## src/hdl/iack_pkg.sv

```systemverilog
// package: constants and types shared by both ends of the interrupt acknowledge link
package iack_pkg;
    localparam int unsigned VEC_W          = 8;
    localparam int unsigned LVL_W          = 3;
    localparam logic [7:0]  VEC_SPURIOUS   = 8'h18;
    localparam logic [7:0]  VEC_AUTO_BASE  = 8'h18;
    localparam int unsigned TIMEOUT_NS     = 80;
    localparam int unsigned CLK_PERIOD_NS  = 8;
    localparam int unsigned TIMEOUT_CYC    = TIMEOUT_NS / CLK_PERIOD_NS;
    localparam int unsigned TMO_W          = 4;

    typedef enum logic [1:0] {
        IACK_TERM_VECTOR   = 2'b00,
        IACK_TERM_AUTO     = 2'b01,
        IACK_TERM_SPURIOUS = 2'b10
    } iack_term_t;

    typedef enum logic [2:0] {
        IACK_CPU_IDLE   = 3'b000,
        IACK_CPU_ACK    = 3'b001,
        IACK_CPU_DONE   = 3'b010,
        IACK_CPU_HNDLR  = 3'b011,
        IACK_CPU_RETRY  = 3'b100
    } iack_cpu_state_t;
endpackage : iack_pkg

```

## src/hdl/iack_if.sv

```systemverilog
// interface: interrupt acknowledge bus between processor and interrupt logic
`timescale 1ns/100ps
interface iack_if;
    logic       iack_start;
    logic       iack_busy;
    logic [2:0] iack_level;
    logic       transfer_acknowledge_n;
    logic       transfer_error_acknowledge_n;
    logic       autovector_request_n;
    logic [7:0] data;

    modport cpu (
        output iack_start, iack_busy, iack_level,
        input  transfer_acknowledge_n, transfer_error_acknowledge_n, autovector_request_n, data
    );
    modport src (
        input  iack_start, iack_busy, iack_level,
        output transfer_acknowledge_n, transfer_error_acknowledge_n, autovector_request_n, data
    );
endinterface : iack_if

```

## src/hdl/iack_cpu.sv

```systemverilog
// module: processor end, interrupt recognition and acknowledge cycle termination
// Summary of operation
// - take interrupt at boundary after higher exceptions
// - one handler instruction before next recognition
// - run acknowledge cycle to obtain vector
// - ack low, error and autovector high: latch vector
// - ack low, error high, autovector low: autovector
// - ack high, error low: spurious interrupt
// - ack and error both low: retry acknowledge
// - vectorless source requests autovector
// - external logic times out with error acknowledge
`timescale 1ns/100ps
module iack_cpu
    import iack_pkg::*;
(
    // clock and reset
    input  wire logic                     core_clk,
    input  wire logic                     sys_rst,
    // link
    iack_if.cpu                           bus,
    // core side
    input  wire logic                     irq_pending,
    input  wire logic [iack_pkg::LVL_W-1:0] irq_level,
    input  wire logic                     insn_boundary,
    input  wire logic                     higher_exc_pending,
    output logic                          exc_take,
    output logic [iack_pkg::VEC_W-1:0]    exc_vector,
    output logic [1:0]                    exc_kind,
    output logic                          in_handler
);
    import iack_pkg::*;

    typedef struct packed {
        iack_cpu_state_t        st;
        logic [LVL_W-1:0]       lvl;
        logic [VEC_W-1:0]       vec;
        logic [1:0]             kind;
        logic                   take;
    } iack_cpu_reg_t;

    iack_cpu_reg_t cur_ff;
    iack_cpu_reg_t nxt_cur;

    always_comb begin
        nxt_cur      = cur_ff;
        nxt_cur.take = 1'b0;
        case (cur_ff.st)
            IACK_CPU_IDLE: begin
                // higher priority exceptions go first
                if (irq_pending && insn_boundary && !higher_exc_pending) begin
                    nxt_cur.lvl = irq_level;
                    nxt_cur.st  = IACK_CPU_ACK;
                end
            end
            IACK_CPU_ACK: begin
                if (bus.transfer_acknowledge_n && bus.transfer_error_acknowledge_n) begin
                    nxt_cur.st = IACK_CPU_ACK;
                end else if (bus.transfer_acknowledge_n) begin
                    nxt_cur.vec  = VEC_SPURIOUS;
                    nxt_cur.kind = IACK_TERM_SPURIOUS;
                    nxt_cur.st   = IACK_CPU_DONE;
                end else if (bus.transfer_error_acknowledge_n) begin
                    if (bus.autovector_request_n) begin
                        nxt_cur.vec  = bus.data;
                        nxt_cur.kind = IACK_TERM_VECTOR;
                    end else begin
                        nxt_cur.vec  = VEC_AUTO_BASE + {5'h0_0, cur_ff.lvl};
                        nxt_cur.kind = IACK_TERM_AUTO;
                    end
                    nxt_cur.st = IACK_CPU_DONE;
                end else begin
                    // one idle cycle lets the source drop its strobes
                    nxt_cur.st = IACK_CPU_RETRY;
                end
            end
            IACK_CPU_RETRY: begin
                nxt_cur.st = IACK_CPU_ACK;
            end
            IACK_CPU_DONE: begin
                nxt_cur.take = 1'b1;
                nxt_cur.st   = IACK_CPU_HNDLR;
            end
            IACK_CPU_HNDLR: begin
                // first handler instruction must retire before re-arming
                if (insn_boundary) begin
                    nxt_cur.st = IACK_CPU_IDLE;
                end
            end
            default: begin
                nxt_cur.st = IACK_CPU_IDLE;
            end
        endcase
    end

    always_ff @(posedge core_clk) begin
        if (sys_rst) begin
            cur_ff <= '0;
        end else begin
            cur_ff <= nxt_cur;
        end
    end

    assign bus.iack_start = (cur_ff.st == IACK_CPU_IDLE) && (nxt_cur.st == IACK_CPU_ACK);
    assign bus.iack_busy  = (cur_ff.st == IACK_CPU_ACK);
    assign bus.iack_level = cur_ff.lvl;
    assign exc_take       = cur_ff.take;
    assign exc_vector     = cur_ff.vec;
    assign exc_kind       = cur_ff.kind;
    assign in_handler     = (cur_ff.st == IACK_CPU_HNDLR);
endmodule : iack_cpu

```

## src/flat_wrapper.sv

```systemverilog
// flat-port wrapper written by rule: the top's interface ports become plain ports
module iack_cpu_flat import iack_pkg::*;
  (core_clk, sys_rst, irq_pending, irq_level, insn_boundary, higher_exc_pending, exc_take, exc_vector, exc_kind, in_handler, bus_iack_start, bus_iack_busy, bus_iack_level, bus_transfer_acknowledge_n, bus_transfer_error_acknowledge_n, bus_autovector_request_n, bus_data);
  iack_if bus_i ();
  input  wire logic core_clk;
  input  wire logic sys_rst;
  input  wire logic irq_pending;
  input  wire logic [iack_pkg::LVL_W-1:0] irq_level;
  input  wire logic insn_boundary;
  input  wire logic higher_exc_pending;
  output logic exc_take;
  output logic [iack_pkg::VEC_W-1:0] exc_vector;
  output logic [1:0] exc_kind;
  output logic in_handler;
  output wire logic [$bits(bus_i.iack_start)-1:0] bus_iack_start;
  output wire logic [$bits(bus_i.iack_busy)-1:0] bus_iack_busy;
  output wire logic [$bits(bus_i.iack_level)-1:0] bus_iack_level;
  input wire logic [$bits(bus_i.transfer_acknowledge_n)-1:0] bus_transfer_acknowledge_n;
  input wire logic [$bits(bus_i.transfer_error_acknowledge_n)-1:0] bus_transfer_error_acknowledge_n;
  input wire logic [$bits(bus_i.autovector_request_n)-1:0] bus_autovector_request_n;
  input wire logic [$bits(bus_i.data)-1:0] bus_data;
  assign bus_iack_start = bus_i.iack_start;
  assign bus_iack_busy = bus_i.iack_busy;
  assign bus_iack_level = bus_i.iack_level;
  assign bus_i.transfer_acknowledge_n = bus_transfer_acknowledge_n;
  assign bus_i.transfer_error_acknowledge_n = bus_transfer_error_acknowledge_n;
  assign bus_i.autovector_request_n = bus_autovector_request_n;
  assign bus_i.data = bus_data;
  iack_cpu u_core (.core_clk(core_clk), .sys_rst(sys_rst), .bus(bus_i), .irq_pending(irq_pending), .irq_level(irq_level), .insn_boundary(insn_boundary), .higher_exc_pending(higher_exc_pending), .exc_take(exc_take), .exc_vector(exc_vector), .exc_kind(exc_kind), .in_handler(in_handler));
endmodule
```

## config.mk

```make
export PLATFORM = sky130hd
export DESIGN_NAME = iack_cpu_flat
export DESIGN_NICKNAME = d
export VERILOG_FILES = /design/src/hdl/iack_pkg.sv /design/src/hdl/iack_if.sv /design/src/hdl/iack_cpu.sv /design/src/flat_wrapper.sv
export SDC_FILE = /design/constraint.sdc
export NUM_CORES = 1
export LEC_CHECK = 0
export ABC_AREA = 0
export BUFFER_PORTS_ARGS = -buffer_cell sky130_fd_sc_hd__buf_2
export CORE_MARGIN = 4
export CORE_UTILIZATION = 50
export CTS_CLUSTER_SIZE = 12
export DETAILED_ROUTE_END_ITERATION = 10
export PLACE_DENSITY = 0.88
export SYNTH_ARGS = -nofsm -noshare
export SYNTH_HDL_FRONTEND = slang
export SYNTH_SLANG_ARGS = --single-unit
export TNS_END_PERCENT = 30
```

## constraint.sdc

```tcl
create_clock -name core_clk -period 2.4 [get_ports core_clk]
set_input_delay 0.48 -clock core_clk [delete_from_list [all_inputs] [get_ports core_clk]]
set_output_delay 0.48 -clock core_clk [all_outputs]
set_load 0.05 [all_outputs]
```

Word level (Yosys, flattened, before mapping)
Index checks and enable logic that the tools add are counted.
- word-level logic and storage cells: 31
- bits in registers: 17
- output and inout port bits: 17
- input bits: 19
- muxes and demuxes: 10
- $add $sub $neg: 1
- bitwise operators: 1
- eq/ne operators: 5
- reduce and logical (&&, ||, !) cells: 9
- operators by type and width (operator ; number):
    $mux W10 ; 3
    $pmux W3 S5 ; 1
    $mux W3 ; 4
    $add A5 B3 Y6 const A ; 1
    $eq A3 B1 Y1 const B ; 2
    $eq A3 B2 Y1 const B ; 2
    $mux W6 ; 1
    $logic_and A1 B1 Y1 ; 4
    $eq A3 B3 Y1 const B ; 1
    $logic_not A3 Y1 ; 1
    $reduce_and A3 Y1 ; 1
    $reduce_and A2 Y1 ; 1
    $reduce_bool A2 Y1 ; 1
    $logic_not A1 Y1 ; 1
    $mux W1 ; 1
    $not A1 Y1 ; 1

Depth between registers and ports, before layout
- depth in word-level cells: 6
- gate-level depth with buffers: 6
- depth with buffers taken out: 5

Worst setup path after synthesis
OpenSTA, ideal clock, no wires.
- path type: register to output
- from: reg u_core.cur_ff[14] (netlist bit)
- to: out bus_iack_busy
- data arrival time: 1.677 ns
- data required time: 1.920 ns
- slack: 0.243 ns
- cell stages (with the launch flop): 3
- path buffers: 1
- cells stage by stage: dfxtp_1 -> buf_2 -> nor3b_1
- word-level cells in the longest chain between the ends: 1
- RTL lines (item ; RTL line ; source):
    from (decl) ; iack_cpu.sv:41 ; iack_cpu_reg_t cur_ff;
    from (signal assigned) ; iack_cpu.sv:99 ; cur_ff <= nxt_cur;
    $eq A3 B1 Y1 ; iack_cpu.sv:104 ; assign bus.iack_busy = (cur_ff.st == IACK_CPU_ACK);
    to (decl) ; flat_wrapper.sv:16 ; output wire logic [$bits(bus_i.iack_busy)-1:0] bus_iack_busy;
Every way passes these cells.

Worst setup path after layout
- from: reg u_core.cur_ff[15] (netlist bit)
- to: out bus_iack_start
- word-level cells in the longest chain between the ends: 4
- elaborated cells between the ends (all ways): 10
- classes of those cells: eq/ne (5); mux (3); reduce/logical (2)
- RTL lines (item ; RTL line ; source):
    $eq A3 B2 Y1, or another cell as far along ; iack_cpu.sv:47 ; case (cur_ff.st)
    $pmux W3 S5 ; iack_cpu.sv:47 ;
    $eq A3 B1 Y1 ; iack_cpu.sv:103 ; assign bus.iack_start = (cur_ff.st == IACK_CPU_IDLE) && (nxt_cur.st == IACK_CPU_ACK);
    $logic_and A1 B1 Y1 * ; iack_cpu.sv:103 ;
    to (decl) ; flat_wrapper.sv:15 ; output wire logic [$bits(bus_i.iack_start)-1:0] bus_iack_start;
Mark *: on every way between the ends. The rest lies on a longest branch, timed or not.

==> flow_metrics.env <==
export IMPL_drt_pass1_iterations=4
export IMPL_synth_cell_types=28
export IMPL_worstSetupPathType="reg -> out"
export IMPL_cts_hold_buf=0
export IMPL_relSlewSlack_pct=74.9
export IMPL_pin_count=36
export IMPL_place_ws_ns=0.476
export IMPL_cellPowerDensity_nw_per_um2=540
export IMPL_cts_root_buf="clkbuf_4"
export IMPL_p_comb_share_pct=16.9
export IMPL_ys_seq_elements=17
export IMPL_finalHoldViolCount=0
export IMPL_seq_area_frac_synth_pct=37.9
export IMPL_num_vias=729
export IMPL_crit_end="bus_iack_start"
export IMPL_intPower_mw=0.385
export IMPL_synth_avg_cell_area_sq_um=8.98
export IMPL_startpoint_type="register"
export IMPL_r2r_end="u_core.exc_kind[0]"
export IMPL_fillers=155
export IMPL_grt_usage_pct=15.4
export IMPL_start_util_pct=52.6
export IMPL_post_cts_buffers=0
export IMPL_maxUsedRoutingLayer="met4"
export IMPL_reg2reg_depth=3
export IMPL_diodes=0
export IMPL_cp_required_ns=1.92
export IMPL_setup_violations=0
export IMPL_power_total_mw=0.539
export IMPL_numCtsBuffers=3
export IMPL_synth_edf_count=0
export IMPL_swShare_pct=28.5
export IMPL_drc=0
export IMPL_slowest_stage="nor4_4"
export IMPL_drt_iter0_drc=10
export IMPL_fmax_ghz=0.509
export IMPL_antenna_found_initial=0
export IMPL_critPathMaxStageDelay_ns=0.44
export IMPL_die_area_sq_um=2540
export IMPL_cts_tree="built"
export IMPL_outcome="finished, final reports clean"
export IMPL_synth_cells=100
export IMPL_rsz0062_at_grt="no"
export IMPL_worst_pin_slew_ns=0.375
export IMPL_cts_repair_resized=0
export IMPL_syn_area_sq_um=898
export IMPL_wl_met2_um=836
export IMPL_setup_ws_ns=0.435
export IMPL_p_clk_share_pct=27.7
export IMPL_core_sq_um=1710
export IMPL_ir_worst_vdd_mv=0.311
export IMPL_clock_skew_ns=0.00583
export IMPL_num_rows=15
export IMPL_seq_power_share_pct=55.4
export IMPL_setup_tns_ns=0
export IMPL_grt_pass1_vias=712
export IMPL_wl_met3_um=146
export IMPL_final_cell_mix="35 x buf_2, 17 x dfxtp_1, 8 x nand2b_1, 8 x nand2_1, 6 x mux2i_1"
export IMPL_ys_warn_count=0
export IMPL_synthFlopType="dfxtp_1"
export IMPL_final_common_cell="buf_2"
export IMPL_r2r_start="u_core.cur_ff[14]"
export IMPL_arrival_ns=1.49
export IMPL_wl_per_cell_um=12.0
export IMPL_drive_gt1_share_pct=34.5
export IMPL_async_reset_ff_share_pct=0
export IMPL_path_clk_slew_ns=0.10
export IMPL_finalCritPeriodShare_pct=81.9
export IMPL_final_util_pct=58.4
export IMPL_die_x_um=50.4
export IMPL_globalplace_congestion=0.688
export IMPL_h_tree_depth=1
export IMPL_num_nets_final=141
export IMPL_synth_nets=121
export IMPL_p_leak_nw=0.453
export IMPL_ant_nets=0
export IMPL_r2r_slack_ns=0.87
export IMPL_cts_sinks=17
export IMPL_slew_violations=0
export IMPL_grt_ovfl_total=0
export IMPL_grt_max_degree=19
export IMPL_grt_pass1_wl_um=2950
export IMPL_path_cells="nor4_4 > buf_2"
export IMPL_cts_buffer_depth=2
export IMPL_drt_wl_total_um=1730
export IMPL_drv_cap=0
export IMPL_fin_crit_ns=1.97
export IMPL_fp_dieH_um=50.4
export IMPL_clk_latency_ns=0.29
export IMPL_via_per_inst=5.06
export IMPL_portBuffers=35
export IMPL_min_path_type="in -> reg"
export IMPL_path_max_fanout=10
export IMPL_dp_hpwl_um=1320
export IMPL_wl_met1_um=699
export IMPL_area_growth_pct=11.0
export IMPL_switchingPower_mw=0.154
export IMPL_cp_startpoint="u_core.cur_ff[15]"
export IMPL_end_kind="primary output"
-- per-layer routing --
| metal | global-route usage, % | vias to the layer above |
|---|---|---|
| met5 | 0 | - |
| met4 | 9.42 | 0 |
| met3 | 4.15 | 4 |
| met2 | 24.8 | 24 |
| met1 | 18.0 | 337 |
| li1 | - | 364 |
-- synth_stat cells (2+ instances only) --
cell	count	share of area, %
dfxtp_1	17	38
inv_1	3	1.3
nand2_1	8	3.3
clkbuf_1	3	1.3
nor2_1	5	2.1
nand3_1	3	1.7
nand3b_1	4	3.3
buf_2	3	1.7
ha_1	2	2.8
nor3_1	4	2.2
nand2b_1	8	5.6
o2bb2ai_1	3	2.9
mux2i_1	6	6.7
buf_4	13	11
a21oi_1	5	2.8
-- kinds of logic (layout without fill, tap and decap cells) --
logic type      after synthesis  after routing  synth area share, %
flops                        17             17                 37.9
compound gates               11             11                 8.22
fa+ha+maj                     2              2                 2.79
buf+inv                      23             42                 16.3
mux                           6              6                 6.69
simple gates                 41             41                 28.1
-- worst max-delay path: cells and delay by family, from the launching register on --
| kind | cells | cell delay, ns |
|---|---|---|
| simple gates | 1 | 0.44 |
| flops | 1 | 0.42 |
| buf+inv | 1 | 0.34 |
-- flip-flops by register name, indices dropped and copies added (netlist names) --
register / cells
u_core.exc_take: 1
u_core.bus.iack_level: 3
u_core.exc_kind: 2
u_core.cur_ff: 3
u_core.exc_vector: 8
-- final cells by class --
type | count | area (sq um) | area share, %
clock buffer | 3 | 22.5 | 2.26
clock inverter | 1 | 5.00 | 0.502
inverter | 3 | 11.3 | 1.13
multi-input combinational | 60 | 412 | 41.3
sequential | 17 | 340 | 34.1
tap | 25 | 31.3 | 3.14
timing repair buffer | 35 | 175 | 17.6
-- how the worst min path moves through the flow --
stage                               from  cells past startpoint  slack, ns                    to
floorplan             u_core.exc_kind[0]                      2       0.43    u_core.exc_kind[0]
global placement    u_core.exc_vector[7]                      2       0.43  u_core.exc_vector[7]
detailed placement    u_core.exc_kind[1]                      2       0.45    u_core.exc_kind[1]
CTS                          bus_data[7]                      3       0.42  u_core.exc_vector[7]
global route                 bus_data[7]                      3       0.43  u_core.exc_vector[7]
finish                       bus_data[7]                      3       0.43  u_core.exc_vector[7]
-- power by group through the flow --
stage	Clock [mW]	Combinational (mW)	Sequential (mW)
2_1_floorplan	0	0.0764	0.301
5_1_grt	0.172	0.100	0.300
6_report	0.149	0.0910	0.299
3_3_place_gp	0	0.0890	0.304
4_1_cts	0.158	0.0920	0.298
3_5_place_dp	0	0.0915	0.305
-- through the flow --
stage | instances | hold slack (ns) | cell area (sq um)
4_1_cts | 144 | 0.419 | 997
5_1_grt | 144 | 0.425 | 997
3_5_place_dp | 140 | 0.445 | 970
3_3_place_gp | 140 | 0.434 | 970
2_1_floorplan | 100 | 0.432 | 898
6_report | 144 | 0.433 | 997
(Power assumes the default switching activity.)
